File: src/rtl/och_pkg.sv
// Purpose: shared constants and types for the overhead command handshake
// Assumes: one overhead message per frame strobe, 25 MHz system clock
// Notes: both ends import this package
package och_pkg;
	localparam int OCH_OCTETS = 3;
	localparam logic [7:0] OCH_OP_IDLE = 8'hFF;
	localparam logic [7:0] OCH_OP_EOPS = 8'hFC;
	localparam logic [7:0] OCH_OP_REFUSE = 8'hF0;
	localparam logic [15:0] OCH_DATA_IDLE = 16'h0000;
	localparam logic [23:0] OCH_IDLE_MSG = {OCH_OP_IDLE, OCH_DATA_IDLE};
	localparam int OCH_SAMPLES = 3;
	localparam int OCH_MIN_IDLES = 4;
	localparam int OCH_CLK_HZ = 25_000_000;
	localparam int OCH_LIMIT_MS = 900;
	localparam int OCH_LIMIT_CYC = OCH_CLK_HZ / 1000 * OCH_LIMIT_MS;
	localparam int OCH_CNT_W = 32;

	typedef logic [OCH_OCTETS*8-1:0] och_msg_t;

	// Message builder used by both ends
	function automatic och_msg_t och_make(input logic [7:0] op,
		input logic [15:0] dat);
		och_make = {op, dat};
	endfunction : och_make

	// True when a received word is a control command
	function automatic logic och_is_cmd(input och_msg_t m);
		och_is_cmd = (m[23:16] != OCH_OP_IDLE) &&
			(m[23:16] != OCH_OP_EOPS) && (m[23:16] != OCH_OP_REFUSE);
	endfunction : och_is_cmd
endpackage : och_pkg

File: src/rtl/och_link_if.sv
// Purpose: frame-rate overhead field exchange between the two ends
// Assumes: frameStb marks one frame slot, shared by both ends
// Notes: each direction carries one three-octet message per frame
interface och_link_if;
	import och_pkg::*;
	logic frameStb;
	och_msg_t downMsg;
	och_msg_t upMsg;
	modport operator_side_unit (input frameStb, output downMsg,
		input upMsg);
	modport remote_side_unit (input frameStb, input downMsg,
		output upMsg);
endinterface : och_link_if

File: src/rtl/och_remote.sv
// Purpose: remote-side handshake engine
// Assumes: user answers each latched command within the same cycle
// Notes: sampleEn lets the user sample fewer frames than arrive
module och_remote import och_pkg::*; #(
	parameter int LIMIT_CYC = OCH_LIMIT_CYC
) (
	input wire logic sys_clk,
	input wire logic rst,
	input wire logic clkEn,
	och_link_if.remote_side_unit link,
	input wire logic sampleEn,
	input wire logic eopsActive,
	input wire logic [15:0] eopsTxData,
	output logic [15:0] eopsRxData,
	output logic eopsRxValid,
	output logic cmdValid,
	output och_msg_t cmdMsg,
	input wire logic cmdOptional,
	input wire logic cmdRefuse,
	input wire logic [15:0] readData,
	input wire logic cmdIsRead,
	output logic busy,
	output logic timeoutFlag
);
	// Elaboration check: the limit timer needs room to count
	if (LIMIT_CYC < 2) begin : limitCheck
		$error("LIMIT_CYC too small");
	end

	typedef enum logic [2:0] {
		RS_IDLE = 3'b001,
		RS_ECHO = 3'b010,
		RS_TAIL = 3'b100
	} och_rst_t;

	och_rst_t state_q, state_d;
	och_msg_t last_q, last_d, tx_q, tx_d, cmd_q, cmd_d;
	logic [1:0] msgCnt_q, msgCnt_d;
	logic [2:0] idleCnt_q, idleCnt_d;
	logic [OCH_CNT_W-1:0] timer_q, timer_d;
	logic valid_q, valid_d, tmo_q, tmo_d;
	logic [15:0] eRx_q, eRx_d;
	logic eVal_q, eVal_d;
	logic smp;

	assign smp = link.frameStb && sampleEn;
	assign link.upMsg = tx_q;
	assign cmdValid = valid_q;
	assign cmdMsg = cmd_q;
	assign busy = (state_q != RS_IDLE);
	assign timeoutFlag = tmo_q;
	assign eopsRxData = eRx_q;
	assign eopsRxValid = eVal_q;

	// Next state of the handshake
	always_comb begin
		state_d = state_q;
		last_d = last_q;
		tx_d = tx_q;
		cmd_d = cmd_q;
		msgCnt_d = msgCnt_q;
		idleCnt_d = idleCnt_q;
		timer_d = timer_q;
		valid_d = 1'b0;
		tmo_d = tmo_q;
		eRx_d = eRx_q;
		eVal_d = 1'b0;
		if (state_q != RS_IDLE)
			timer_d = timer_q + 1'b1;
		case (state_q)
			RS_IDLE: begin
				if (link.frameStb)
					tx_d = eopsActive ? och_make(OCH_OP_EOPS, eopsTxData)
						: OCH_IDLE_MSG;
				if (smp && link.downMsg[23:16] == OCH_OP_EOPS) begin
					eRx_d = link.downMsg[15:0];
					eVal_d = 1'b1;
				end
				if (smp) begin
					last_d = link.downMsg;
					if (!och_is_cmd(link.downMsg))
						msgCnt_d = 2'd0;
					else if (msgCnt_q == 2'd0 || link.downMsg != last_q)
						msgCnt_d = 2'd1;
					else
						msgCnt_d = msgCnt_q + 2'd1;
					if (och_is_cmd(link.downMsg) && msgCnt_q ==
						2'(OCH_SAMPLES - 1) && link.downMsg == last_q) begin
						cmd_d = link.downMsg;
						valid_d = 1'b1;
						timer_d = '0;
						tmo_d = 1'b0;
						msgCnt_d = 2'd0;
						state_d = RS_ECHO;
						if (cmdRefuse && cmdOptional)
							tx_d = och_make(OCH_OP_REFUSE,
								link.downMsg[15:0]);
						else if (cmdIsRead)
							tx_d = och_make(link.downMsg[23:16], readData);
						else
							tx_d = link.downMsg;
					end
				end
			end
			RS_ECHO: begin
				if (smp && link.downMsg == OCH_IDLE_MSG) begin
					tx_d = OCH_IDLE_MSG;
					idleCnt_d = 3'd0;
					state_d = RS_TAIL;
				end
			end
			RS_TAIL: begin
				tx_d = OCH_IDLE_MSG;
				if (link.frameStb) begin
					idleCnt_d = idleCnt_q + 3'd1;
					if (idleCnt_q == 3'(OCH_MIN_IDLES - 1))
						state_d = RS_IDLE;
				end
			end
			default: state_d = RS_IDLE;
		endcase
		if (state_q != RS_IDLE && timer_q >= OCH_CNT_W'(LIMIT_CYC)) begin
			state_d = RS_IDLE;
			tx_d = OCH_IDLE_MSG;
			msgCnt_d = 2'd0;
			timer_d = '0;
			tmo_d = 1'b1;
		end
	end

	// Registers, frozen while clkEn is low
	always_ff @(posedge sys_clk) begin
		if (rst) begin
			state_q <= RS_IDLE;
			last_q <= OCH_IDLE_MSG;
			tx_q <= OCH_IDLE_MSG;
			cmd_q <= OCH_IDLE_MSG;
			msgCnt_q <= 2'd0;
			idleCnt_q <= 3'd0;
			timer_q <= '0;
			valid_q <= 1'b0;
			tmo_q <= 1'b0;
			eRx_q <= 16'h0000;
			eVal_q <= 1'b0;
		end else if (clkEn) begin
			state_q <= state_d;
			last_q <= last_d;
			tx_q <= tx_d;
			cmd_q <= cmd_d;
			msgCnt_q <= msgCnt_d;
			idleCnt_q <= idleCnt_d;
			timer_q <= timer_d;
			valid_q <= valid_d;
			tmo_q <= tmo_d;
			eRx_q <= eRx_d;
			eVal_q <= eVal_d;
		end
	end
endmodule : och_remote

File: src/flat_wrapper.sv
// flat-port wrapper written by rule: the top's interface ports become plain ports
module och_remote_flat import och_pkg::*;
#(
	parameter int LIMIT_CYC = OCH_LIMIT_CYC
)
  (sys_clk, rst, clkEn, sampleEn, eopsActive, eopsTxData, eopsRxData, eopsRxValid, cmdValid, cmdMsg, cmdOptional, cmdRefuse, readData, cmdIsRead, busy, timeoutFlag, link_frameStb, link_downMsg, link_upMsg);
  och_link_if link_i ();
  input wire logic sys_clk;
  input wire logic rst;
  input wire logic clkEn;
  input wire logic sampleEn;
  input wire logic eopsActive;
  input wire logic [15:0] eopsTxData;
  output logic [15:0] eopsRxData;
  output logic eopsRxValid;
  output logic cmdValid;
  output och_msg_t cmdMsg;
  input wire logic cmdOptional;
  input wire logic cmdRefuse;
  input wire logic [15:0] readData;
  input wire logic cmdIsRead;
  output logic busy;
  output logic timeoutFlag;
  input wire logic [$bits(link_i.frameStb)-1:0] link_frameStb;
  input wire logic [$bits(link_i.downMsg)-1:0] link_downMsg;
  output wire logic [$bits(link_i.upMsg)-1:0] link_upMsg;
  assign link_i.frameStb = link_frameStb;
  assign link_i.downMsg = link_downMsg;
  assign link_upMsg = link_i.upMsg;
  och_remote #(.LIMIT_CYC(LIMIT_CYC)) u_core (.sys_clk(sys_clk), .rst(rst), .clkEn(clkEn), .link(link_i), .sampleEn(sampleEn), .eopsActive(eopsActive), .eopsTxData(eopsTxData), .eopsRxData(eopsRxData), .eopsRxValid(eopsRxValid), .cmdValid(cmdValid), .cmdMsg(cmdMsg), .cmdOptional(cmdOptional), .cmdRefuse(cmdRefuse), .readData(readData), .cmdIsRead(cmdIsRead), .busy(busy), .timeoutFlag(timeoutFlag));
endmodule
File: config.mk
export PLATFORM = sky130hd
export DESIGN_NAME = och_remote_flat
export DESIGN_NICKNAME = d
export VERILOG_FILES = /design/src/rtl/och_pkg.sv /design/src/rtl/och_link_if.sv /design/src/rtl/och_remote.sv /design/src/flat_wrapper.sv
export SDC_FILE = /design/constraint.sdc
export NUM_CORES = 1
export LEC_CHECK = 0
export ABC_CLOCK_PERIOD_IN_PS = 2800
export BUFFER_PORTS_ARGS = -buffer_cell sky130_fd_sc_hd__buf_2
export CAP_MARGIN = 15
export CORE_ASPECT_RATIO = 1.4
export CORE_MARGIN = 2
export CORE_UTILIZATION = 55
export DETAILED_ROUTE_END_ITERATION = 12
export PLACE_DENSITY = 0.84
export SLEW_MARGIN = 30
export SYNTH_ARGS = -nofsm -noshare
export SYNTH_HDL_FRONTEND = slang
export SYNTH_SLANG_ARGS = --single-unit
File: constraint.sdc
create_clock -name sys_clk -period 2.8 [get_ports sys_clk]
set_clock_uncertainty 0.2 [all_clocks]
set_input_delay 0.28 -clock sys_clk [delete_from_list [all_inputs] [get_ports sys_clk]]
set_output_delay 0.28 -clock sys_clk [all_outputs]
set_load 0.01 [all_outputs]
* After elaboration in Yosys (flattened, before gate mapping)
Cells that the tools add are included.
** Cells by class
- $add $sub $neg :: 3
- Order comparisons :: 1
- Equal/unequal tests :: 20
- Mux-type cells :: 39
- Reduce and logical (&&, ||, !) cells :: 24
** Operator list (number)
- 32-bit 2-to-1 mux :: 5
- 24-bit 2-to-1 mux :: 6
- 24-bit case mux with 3 select lines :: 1
- 32-bit by 1-bit adder with 32-bit output (second input constant) :: 1
- 32-bit by 25-bit >= comparator with 1-bit output (second input constant) :: 1
- 24-bit equality test :: 1
- 24-bit equality test (second input constant) :: 1
- 3-bit 2-to-1 mux :: 8
- 24-bit != test :: 1
- 8-bit != test (second input constant) :: 3
- 18-bit 2-to-1 mux :: 1
- 16-bit 2-to-1 mux :: 1
- 3-bit by 1-bit != test with 1-bit output (second input constant) :: 5
- 2-bit 2-to-1 mux :: 6
- 3-bit AND reduction :: 4
- 4-bit AND reduction :: 3
- 1-bit logical AND :: 9
- 1-bit 2-to-1 mux :: 9
- 3-bit case mux with 3 select lines :: 1
- 8-bit equality test (second input constant) :: 1
- 2-bit nonzero test :: 4
- 3-bit by 2-bit equality test with 1-bit output (second input constant) :: 2
- 3-bit case mux with 2 select lines :: 1
- 6-bit AND reduction :: 1
- 11 further kinds :: 11
** Word-level totals
- Flip-flop bits (word level) :: 131
- Output and inout bits :: 68
- Word-level logic and storage cells :: 98

* Longest topological paths before layout
Gate-level depths: netlist of run 1.
- Word-level depth :: 9
- Mapped depth :: 9

* Worst setup path before layout of run 1
No wires, ideal clock.
- Path kind :: input-to-reg
- Start :: in link_downMsg[19]
- End :: reg u_core.cmd_q[16], in the netlist u_core.cmdMsg[16]
- Setup time :: 122 ps
- Arrival :: 1798 ps
- Data required time :: 2478 ps
- Setup slack :: 680 ps
- Cell stages on the path :: 8
- Buffers on the path :: 2
- Path through :: buf_6 and4_1 a211oi_2 nand4_1 nor2_4 nand3_2 buf_6 a221o_1
** Between the ends
- Cells in the longest elaborated chain, start to end :: 6
- Elaborated cells on any way between the ends :: 9
- Classes of those cells :: 4 x eq/ne; 5 x reduce/logical
** RTL lines
- start: declaration :: line flat_wrapper.sv:25 : input wire logic [$bits(link_i.downMsg)-1:0] link_downMsg;
- 8-bit != test, on equally long branches :: line och_pkg.sv:28, och_pkg.sv:29
- 1-bit logical AND :: line och_pkg.sv:28 : och_is_cmd = (m[23:16] != OCH_OP_IDLE) &&
- 1-bit logical AND :: line och_pkg.sv:29 : (m[23:16] != OCH_OP_EOPS) && (m[23:16] != OCH_OP_REFUSE);
- 1-bit logical AND :: line och_remote.sv:87 : if (och_is_cmd(link.downMsg) && msgCnt_q ==
- 1-bit logical AND * :: line och_remote.sv:88 : 2'(OCH_SAMPLES - 1) && link.downMsg == last_q) begin
- 4-bit AND reduction (no line) *
- end signal: assignment :: line och_remote.sv:149 : cmd_q <= cmd_d;
- end: declaration :: line och_remote.sv:37 : och_msg_t last_q, last_d, tx_q, tx_d, cmd_q, cmd_d;
Mark *: on every way between the ends. The rest lies on a longest branch, timed or not.
A chain may end at the register's enable or synchronous reset.

* Worst setup path after layout of run 1
- Start :: in link_downMsg[8]
- End :: reg u_core.timer_q[0]
** Between the ends
- Cells in the longest elaborated chain, start to end :: 6
** RTL lines
- 24-bit equality test :: line och_remote.sv:88
- 1-bit logical AND :: line och_remote.sv:88
- 32-bit 2-to-1 mux :: line och_remote.sv:87
- 32-bit 2-to-1 mux :: line och_remote.sv:79 : if (smp) begin
- 32-bit 2-to-1 mux :: line och_remote.sv:70 : case (state_q)
- 32-bit 2-to-1 mux :: line och_remote.sv:122 : if (state_q != RS_IDLE && timer_q >= OCH_CNT_W'(LIMIT_CYC)) begin
- end signal: assignment :: line och_remote.sv:152 : timer_q <= timer_d;
- end: declaration :: line och_remote.sv:40 : logic [OCH_CNT_W-1:0] timer_q, timer_d;
Every way passes these cells.

==> results.py, run 1 <==
metrics = {
    "status": {
        "status": "complete, no violations",
    },
    "flow_run": {
        "max_cap_violations": 0,
    },
    "final_layout": {
        "area.growth.synth_to_final_pct": 24.8,
        "layout.cell_area.non_filler_um2": 7740,
        "antenna_diode_count": 0,
        "final_net_count": 914,
        "layout.core_utilization": 0.709,
        "drive_above_1_share": 0.235,
        "layout_commonest_cell": "sky130_fd_sc_hd__buf_2",
        "filler_cell_count": 816,
        "leading_cell_types_in_the_layout_fill_and_taps_excluded": "sky130_fd_sc_hd__buf_2, sky130_fd_sc_hd__dfxtp_1, sky130_fd_sc_hd__nand2_1",
    },
    "drt": {
        "total_number_of_vias": 6029,
        "routed_wl_um": 18600,
        "avgViaCountPerCell": 6.05,
        "drt_pre_antenna_iters": 5,
        "drtAntennaViolNets": 0,
        "post_dr_wirelength_cell_um": 18.6,
        "drtIter0Drc": 404,
        "drc": 0,
    },
    "critical_path": {
        "r2r-end": "u_core.eopsRxData[11]",
        "worstRegToRegCells": 5,
        "rr_startpoint": "u_core.state_q[1]",
        "critPathBufInv": 2,
        "crit_arrival_ns": 2.65,
        "crit_slowest_cell": "sky130_fd_sc_hd__dlygate4sd3_1",
        "critPathMaxStageDelay_ns": 0.54,
        "worst-endpoint-required_ns": 2.87,
        "start_kind": "input pin",
        "start_to_end_type_of_the_worst_setup_path": "input pin to flop",
        "worst_setup_path_end_kind": "flop",
        "cp_cell_sequence": "dlygate4sd3_1, buf_2, xor2_1, nor4_4, nand4_4, or2_2, a21oi_1, o31ai_1",
        "critPathTopFamily": "simple AND/OR/NAND/NOR gates",
        "timing.reg2reg.setup_slack_ns": 0.41,
        "critical_path_peak_fanout": 22,
    },
    "power": {
        "net-switching-power_mw": 1.10,
        "power.share.switching": 0.249,
        "ir_drop_mv": 0.476,
        "leakage_nw": 3.25,
        "internal_power_mw": 3.30,
        "pwr-share-comb": 0.080,
        "sequentialPowerShare": 0.432,
        "cellPowerDensity_nw_per_um2": 569,
        "clock_power_share": 0.487,
        "totalPowerFinal_mw": 4.40,
    },
    "sta": {
        "fmax_mhz": 388,
        "final-max-slew-violation-count": 0,
        "period_share": 0.921,
        "timing.slew.headroom": 0.352,
        "unrepaired_setup_endpoints_after_global_routing": "no",
        "final_worst_path_period_need_ns": 2.58,
        "fin_setup_tns_ns": 0,
        "transition_at_the_pin_with_the_smallest_max_transition_slack_ns": 0.971,
        "final_hold_viol_count": 0,
        "final_critical_path_setup_slack_ns": 0.221,
        "number_of_setup_violations_in_the_final_report": 0,
    },
    "global_routing": {
        "antenna_violations_before_repair": 0,
        "global_route_wire_length_before_repair_um": 29600,
        "grt_remaining_overflow": 0,
        "vias_in_the_first_global_route": 6125,
        "grt_usage": 0.308,
        "grt_max_degree": 57,
    },
    "synthesis": {
        "syn_nets": 767,
        "syn-cell-area_um2": 6200,
        "yosysTopAreaCellShare": 0.423,
        "postSynth.topFlopCell": "sky130_fd_sc_hd__dfxtp_1",
        "synth_cell_types": 53,
        "yosysWarningCount": 0,
        "number_of_enable_flip_flop_cells_after_synthesis": 0,
        "yosys_register_bits": 131,
        "synthCells": 696,
        "synth_top_cells_by_area": "sky130_fd_sc_hd__dfxtp_1, sky130_fd_sc_hd__nand2_1, sky130_fd_sc_hd__mux2i_1",
        "synthArstFlopShare": 0,
        "seq_area_frac_synth": 0.423,
        "syn_area_per_cell_um2": 8.91,
        "synth.largest_area_cell": "sky130_fd_sc_hd__dfxtp_1",
    },
    "cts": {
        "clk_pin_slew_worst_paths_ns": 0.06,
        "clk_path_buf_depth": 2,
        "clock-root-buffer": "sky130_fd_sc_hd__clkbuf_16",
        "cts_sinks": 131,
        "htreeDepth": 4,
        "tritoncts": "yes",
        "insertion_delay_to_the_later_sink_of_the_worst_skew_pair_ns": 0.41,
        "cts_buffers": 17,
    },
    "placed_design": {
        "final_weighted_congestion_in_routability_driven_placement": 0.868,
        "detailedPlace.worstSlack_ns": 0.283,
        "port_buffers": 132,
        "dp.final_hpwl_um": 12600,
        "postPlaceCellArea_um2": 6960,
    },
    "floorplanning": {
        "die_h_um": 130,
        "die_w_um": 93.8,
        "core_region_area_um2": 10900,
        "dieArea_um2": 12200,
        "start_util": 0.568,
        "i_o_pin_total": 133,
        "rows": 45,
    },
    "hold_path": {
        "hold_path_end": "u_core.last_q[16]",
        "hold_path_depth": 3,
        "min-delay-path-class": "input pin to flop",
        "hold_path_startpoint": "link_downMsg[16]",
    },
}
[worst max path at each step]
stage	cells past startpoint	slack (ns)	start	endpoint
floorplan	8	0.68	link_downMsg[19]	u_core.cmdMsg[16]
global placement	7	0.34	link_downMsg[8]	u_core.timer_q[0]
detailed placement	8	0.28	link_downMsg[8]	u_core.link.upMsg[20]
CTS	9	0.14	link_downMsg[8]	u_core.link.upMsg[20]
global route	9	0.08	link_downMsg[8]	u_core.link.upMsg[21]
finish	8	0.22	link_downMsg[8]	u_core.timer_q[0]
[tightest hold or removal path, cell delays in order]
cell and delay [ns]:
sky130_fd_sc_hd__buf_2 0.16, sky130_fd_sc_hd__nand2_1 0.07, sky130_fd_sc_hd__nand3_1 0.09
[final cells by class]
type / count / area, um2 / share of cell area
well taps: 141 / 176 / 0.0228
flip-flops and latches: 131 / 2620 / 0.339
clock buffers: 19 / 453 / 0.0585
repair buffers: 171 / 1010 / 0.130
multi-input cells: 508 / 3300 / 0.427
inverters: 14 / 52.6 / 0.00679
clock inverters: 13 / 125 / 0.0162
[state kept, by name (all words and copies together), names as in the netlist, 2 cells and up]
signal             count
u_core.eopsRxData     16
u_core.cmdMsg         24
u_core.idleCnt_q       3
u_core.link.upMsg     24
u_core.last_q         24
u_core.timer_q        32
u_core.msgCnt_q        2
u_core.state_q         3
[cells by family after synthesis]
| logic type | synth area share |
|---|---|
| DFF | 0.423 |
| adders and majority gates | 0.0121 |
| AOI/OAI and AO/OA | 0.172 |
| buffers and inverters | 0.0446 |
| xor gates and xnor gates | 0.0635 |
| and+or+nand+nor | 0.233 |
| muxes | 0.0516 |
[routing by layer]
metal	vias to the layer above	global-route usage	wire (um)
met1	2917	0.328	6760
li1	2781	-	-
met4	0	0.157	853
met2	253	0.559	9880
met3	78	0.0750	1080
met5	-	0	0
[power by group through the flow]
stage,logic (mW),registers [mW],clock network [mW]
5_1_grt,0.374,1.91,2.25
6_report,0.353,1.90,2.15
2_1_floorplan,0.181,1.95,0
4_1_cts,0.345,1.90,2.15
3_5_place_dp,0.320,1.94,0
3_3_place_gp,0.309,1.94,0
[synth_stat cells, drive strengths merged (2+ instances only)]
master  count
a32o       16
nor3        9
nor2       47
nor4       16
a221o      24
and2       32
xor2       32
a211oi      5
o32a        2
nand2     106
nor2b       8
or2         2
xnor2      13
clkbuf     21
o21ai      30
o22a        4
dfxtp     131
o31ai       5
buf        22
a32oi       2
nand4      18
ha          6
and4        2
nand3      26
a41oi       2
mux2i      32
a21o        2
a21oi      49
nand4b      4
o211ai      4
a22oi       2
inv        13
[through the flow]
step | cells | hold slack, ns
global placement | 945 | 0.243
floorplan | 696 | 0.199
CTS | 997 | 0.00135
finish | 997 | 0.0186
global route | 997 | 0.0175
detailed placement | 945 | 0.249
[repair_timing]
action	in CTS	in global routing
hold buffers	20	0
hold endpoints to repair	34	0
setup endpoints to repair	0	7
buffers inserted	0	0
gates resized for setup	0	2
Note: power is estimated with default switching activity, not from simulation.
==> run 2: changes to the inputs <==
REMOVE_ABC_BUFFERS = 1   (was unset)
==> results.py, run 2 (synthesis results as in run 1) <==
metrics = {
    "sta": {
        "final.hold.worst_slack_ns": 0.0252,
        "final_worst_path_period_need_ns": 2.65,
        "final-max-slew-violation-count": 0,
        "unrepaired_setup_endpoints_after_global_routing": "no",
        "final_hold_viol_count": 0,
        "period_share": 0.945,
        "timing.slew.headroom": 0.568,
        "transition_at_the_pin_with_the_smallest_max_transition_slack_ns": 0.648,
        "fmax_mhz": 378,
        "fin_setup_tns_ns": 0,
        "number_of_setup_violations_in_the_final_report": 0,
    },
    "floorplanning": {
        "rows": 45,
        "die_h_um": 130,
        "dieArea_um2": 12200,
        "die_w_um": 93.8,
        "core_region_area_um2": 10900,
        "i_o_pin_total": 133,
        "start_util": 0.568,
    },
    "status": {
        "status": "complete, no violations",
    },
    "critical_path": {
        "worst_setup_path_end_kind": "flop",
        "crit_slowest_cell": "sky130_fd_sc_hd__or2_2",
        "cp_cell_sequence": "dlygate4sd3_1, buf_2, xor2_1, nor4_2, nand4_1, or2_2, a21oi_1, o31ai_1",
        "worst-endpoint-required_ns": 2.89,
        "timing.reg2reg.setup_slack_ns": 0.28,
        "rr_startpoint": "u_core.state_q[0]",
        "critPathMaxStageDelay_ns": 0.56,
        "r2r-end": "u_core.timer_q[26]",
        "crit_arrival_ns": 2.74,
        "start_to_end_type_of_the_worst_setup_path": "input pin to flop",
        "critPathTopFamily": "simple AND/OR/NAND/NOR gates",
        "cp_endpoint": "u_core.timer_q[1]",
        "start_kind": "input pin",
        "critPathBufInv": 2,
        "critical_path.startpoint": "link_downMsg[15]",
        "worst-path-stages": 8,
        "worstRegToRegCells": 6,
        "critical_path_peak_fanout": 22,
    },
    "cts": {
        "insertion_delay_to_the_later_sink_of_the_worst_skew_pair_ns": 0.42,
        "total_setup_buffers_inserted_after_cts": 0,
        "htreeDepth": 4,
        "clock-root-buffer": "sky130_fd_sc_hd__clkbuf_16",
        "tritoncts": "yes",
        "cts_sinks": 131,
        "clk_path_buf_depth": 2,
        "clk_pin_slew_worst_paths_ns": 0.06,
        "cts_buffers": 17,
    },
    "flow_run": {
        "max_cap_violations": 0,
    },
    "final_layout": {
        "area.growth.synth_to_final_pct": 25.6,
        "antenna_diode_count": 0,
        "largest_register_ffs": 32,
        "leading_cell_types_in_the_layout_fill_and_taps_excluded": "sky130_fd_sc_hd__buf_2, sky130_fd_sc_hd__dfxtp_1, sky130_fd_sc_hd__nand2_1",
        "layout_commonest_cell": "sky130_fd_sc_hd__buf_2",
        "filler_cell_count": 778,
        "drive_above_1_share": 0.233,
        "top_register": "u_core.timer_q",
        "final_net_count": 913,
    },
    "global_routing": {
        "antenna_violations_before_repair": 0,
        "grt_remaining_overflow": 0,
        "grt_usage": 0.310,
        "grt_max_degree": 44,
        "vias_in_the_first_global_route": 6121,
        "global_route_wire_length_before_repair_um": 29600,
    },
    "placed_design": {
        "final_weighted_congestion_in_routability_driven_placement": 0.938,
        "port_buffers": 132,
        "dp.final_hpwl_um": 12300,
    },
    "drt": {
        "drtIter0Drc": 431,
        "routed_wl_um": 18300,
        "drc": 0,
        "total_number_of_vias": 6103,
        "drt_pre_antenna_iters": 5,
        "drtAntennaViolNets": 0,
        "post_dr_wirelength_cell_um": 18.4,
        "avgViaCountPerCell": 6.13,
    },
    "power": {
        "leakage_nw": 3.28,
        "cellPowerDensity_nw_per_um2": 595,
        "ir_drop_mv": 0.409,
    },
    "hold_path": {
        "min-delay-path-class": "input pin to flop",
        "hold_path_startpoint": "link_downMsg[19]",
    },
}
==> run 2: stage by stage <==
| step | instance area (um2) | util | total power, mW | cells | setup WS [ns] |
|---|---|---|---|---|---|
| CTS | 7780 | 0.713 | 4.64 | 995 | 0.101 |
| finish | 7790 | 0.713 | 4.63 | 995 | 0.155 |
| global route | 7790 | 0.713 | 4.76 | 995 | 0.0431 |
| floorplan | 5980 | - | 2.09 | 653 | -0.0855 |
| global placement | 6940 | 0.636 | 2.25 | 943 | 0.352 |
| detailed placement | 6940 | 0.636 | 2.26 | 943 | 0.253 |
==> run 2: timing repair <==
item | CTS | global route
setup endpoints to repair | 0 | 13
hold buffers | 21 | 0
gates resized for setup | 0 | 2
hold endpoints to repair | 44 | 0
==> run 2: worst min-delay path by stage <==
stage	to	slack, ns	cells after the start
final	u_core.cmdMsg[19]	0.03	2
after global routing	u_core.last_q[12]	0.01	3
after CTS	u_core.cmdMsg[19]	0.004	2
after detailed placement	u_core.timer_q[27]	0.25	1
after global placement	u_core.msgCnt_q[0]	0.24	2
after floorplan	u_core.cmdMsg[0]	0.15	1
==> run 2: area by class of cell <==
class,instances,area (um2),area share
inverters,14,52.6,0.00675
flip-flops and latches,131,2620,0.337
clock inverters,14,205,0.0263
multi-input cells,508,3300,0.424
clock buffers,17,425,0.0546
well taps,141,176,0.0227
repair buffers,170,1000,0.129
==> run 2: where the power goes <==
part | total [mW] | internal, mW | switching, mW | leakage, nW
registers | 1.90 | 1.89 | 0.0165 | 1.06
logic | 0.353 | 0.140 | 0.213 | 1.92
clock network | 2.37 | 1.50 | 0.876 | 0.300
==> run 2: routing by layer <==
layer	vias to the layer above	wire, um	global-route usage
li1	2773	-	-
met1	2912	6720	0.330
met2	352	9620	0.561
met3	66	1370	0.0884
met4	0	627	0.145
met5	-	0	0
==> run 3: changes to the inputs <==
--- a/config.mk
+++ b/config.mk
@@ -19,2 +19,3 @@
 export SYNTH_HDL_FRONTEND = slang
 export SYNTH_SLANG_ARGS = --single-unit
+export TNS_END_PERCENT = 10
==> constraint.sdc (replaced) <==
create_clock -name sys_clk -period 2.8 [get_ports sys_clk]
set_clock_uncertainty 0.2 [all_clocks]
set_input_delay 0.42 -clock sys_clk [delete_from_list [all_inputs] [get_ports sys_clk]]
set_output_delay 0.42 -clock sys_clk [all_outputs]
set_load 0.01 [all_outputs]
==> results.py, run 3 (synthesis results as in run 1) <==
metrics = {
    "critical_path": {
        "r2r-end": "u_core.link.upMsg[12]",
        "worst_setup_path_end_kind": "flop",
        "crit_slowest_cell": "sky130_fd_sc_hd__nor4_1",
        "critPathMaxStageDelay_ns": 0.46,
        "critical_path_peak_fanout": 18,
        "worst-endpoint-required_ns": 2.96,
        "start_kind": "flop",
        "timing.reg2reg.setup_slack_ns": 0.21,
        "rr_startpoint": "u_core.timer_q[25]",
        "crit_arrival_ns": 2.75,
        "critical_path.startpoint": "u_core.timer_q[25]",
        "start_to_end_type_of_the_worst_setup_path": "flop to flop",
        "worstRegToRegCells": 6,
        "cp_endpoint": "u_core.link.upMsg[12]",
        "cp_cell_sequence": "nor4_1, o211ai_1, a21o_1, a22oi_1, and2_2, a32o_1",
    },
    "global_routing": {
        "vias_in_the_first_global_route": 5703,
        "grt_usage": 0.286,
        "grt_max_degree": 76,
        "grt_remaining_overflow": 0,
        "antenna_violations_before_repair": 0,
        "global_route_wire_length_before_repair_um": 27400,
    },
    "final_layout": {
        "leading_cell_types_in_the_layout_fill_and_taps_excluded": "sky130_fd_sc_hd__buf_2, sky130_fd_sc_hd__dfxtp_1, sky130_fd_sc_hd__nand2_1",
        "final_net_count": 894,
        "area.growth.synth_to_final_pct": 21.8,
        "top_register": "u_core.timer_q",
        "drive_above_1_share": 0.240,
        "layout_commonest_cell": "sky130_fd_sc_hd__buf_2",
        "antenna_diode_count": 0,
        "largest_register_ffs": 32,
    },
    "sta": {
        "final-max-slew-violation-count": 0,
        "fin_setup_tns_ns": 0,
        "final_critical_path_setup_slack_ns": 0.209,
        "timing.slew.headroom": 0.473,
        "fmax_mhz": 386,
        "period_share": 0.925,
        "transition_at_the_pin_with_the_smallest_max_transition_slack_ns": 0.790,
        "number_of_setup_violations_in_the_final_report": 0,
        "final.hold.worst_slack_ns": 0.0812,
        "final_worst_path_period_need_ns": 2.59,
        "unrepaired_setup_endpoints_after_global_routing": "no",
        "final_hold_viol_count": 0,
    },
    "cts": {
        "post_cts_resize_count": 1,
        "cts_buffers": 17,
        "cts-hold-fix-buffers": 0,
        "insertion_delay_to_the_later_sink_of_the_worst_skew_pair_ns": 0.43,
        "htreeDepth": 4,
        "clk_path_buf_depth": 2,
        "total_setup_buffers_inserted_after_cts": 0,
        "cts_sinks": 131,
        "clk_pin_slew_worst_paths_ns": 0.06,
        "clock-root-buffer": "sky130_fd_sc_hd__clkbuf_16",
        "tritoncts": "yes",
    },
    "floorplanning": {
        "start_util": 0.568,
        "i_o_pin_total": 133,
        "dieArea_um2": 12200,
        "rows": 45,
        "die_w_um": 93.8,
        "die_h_um": 130,
        "core_region_area_um2": 10900,
    },
    "power": {
        "cellPowerDensity_nw_per_um2": 581,
        "ir_drop_mv": 0.475,
        "leakage_nw": 3.17,
    },
    "drt": {
        "post_dr_wirelength_cell_um": 18.0,
        "total_number_of_vias": 5936,
        "routed_wl_um": 17600,
        "drt_pre_antenna_iters": 5,
        "avgViaCountPerCell": 6.08,
        "drc": 0,
        "drtAntennaViolNets": 0,
        "drtIter0Drc": 536,
    },
    "flow_run": {
        "max_cap_violations": 0,
    },
    "placed_design": {
        "port_buffers": 132,
        "final_weighted_congestion_in_routability_driven_placement": 0.921,
        "detailedPlace.worstSlack_ns": 0.00633,
        "dp.final_hpwl_um": 12300,
    },
    "hold_path": {
        "min-delay-path-class": "input pin to flop",
    },
    "status": {
        "status": "complete, no violations",
    },
}
run 3: cell count changes in the layout (fill, tap and decap cells not counted), sizes merged, moves of 2 or more:
cell and delta:
inv +5, clkinv -5, buf +2, dlygate4sd3 -21, bufinv -3, clkinvlp +3
run 3: final cells by class:
class / instances / area (um2)
fillers: 836 / 3370
inverters: 14 / 52.6
clock buffers: 18 / 429
well taps: 141 / 176
repair buffers: 151 / 828
multi-input cells: 508 / 3300
flip-flops and latches: 131 / 2620
clock inverters: 14 / 143
run 3: worst min path at each step:
stage / endpoint / start / slack [ns] / cells after the start
floorplan: u_core.timer_q[25] / u_core.timer_q[25] / 0.23 / 1
global placement: u_core.msgCnt_q[0] / u_core.msgCnt_q[0] / 0.24 / 2
detailed placement: u_core.timer_q[30] / u_core.timer_q[30] / 0.25 / 1
CTS: u_core.last_q[3] / link_downMsg[3] / 0.07 / 3
global route: u_core.last_q[3] / link_downMsg[3] / 0.10 / 3
finish: u_core.last_q[3] / link_downMsg[3] / 0.08 / 3
run 3: metrics by stage:
step                      cell area, um2  std cells  power [mW]   util
after floorplan                     5980        653        2.09      -
after global placement              6980        945        2.25  0.639
after detailed placement            6980        945        2.26  0.639
after CTS                           7560        977        4.40  0.692
after global routing                7560        977        4.50  0.692
final                               7560        977        4.39  0.692
run 3: report_power, final:
part | switching [mW] | leakage [nW] | internal [mW]
registers | 0.0164 | 1.06 | 1.89
clock network | 0.917 | 0.264 | 1.25
logic | 0.204 | 1.85 | 0.123
total | 1.14 | 3.17 | 3.26
run 3: critical path, delay by kind of cell, from the launching register on:
family	cells	cell delay, ns
AO/OA/AOI/OAI	4	1.10
flip-flops	1	0.30
AND/OR/NAND/NOR	2	0.91
run 3: per-layer routing:
layer,GRT usage,wire length [um],part of all wire,vias to the layer above
met5,0,0,0,-
met4,0.137,543,0.031,0
met2,0.513,9180,0.52,285
li1,-,-,-,2745
met3,0.0645,1310,0.074,45
met1,0.318,6540,0.37,2861
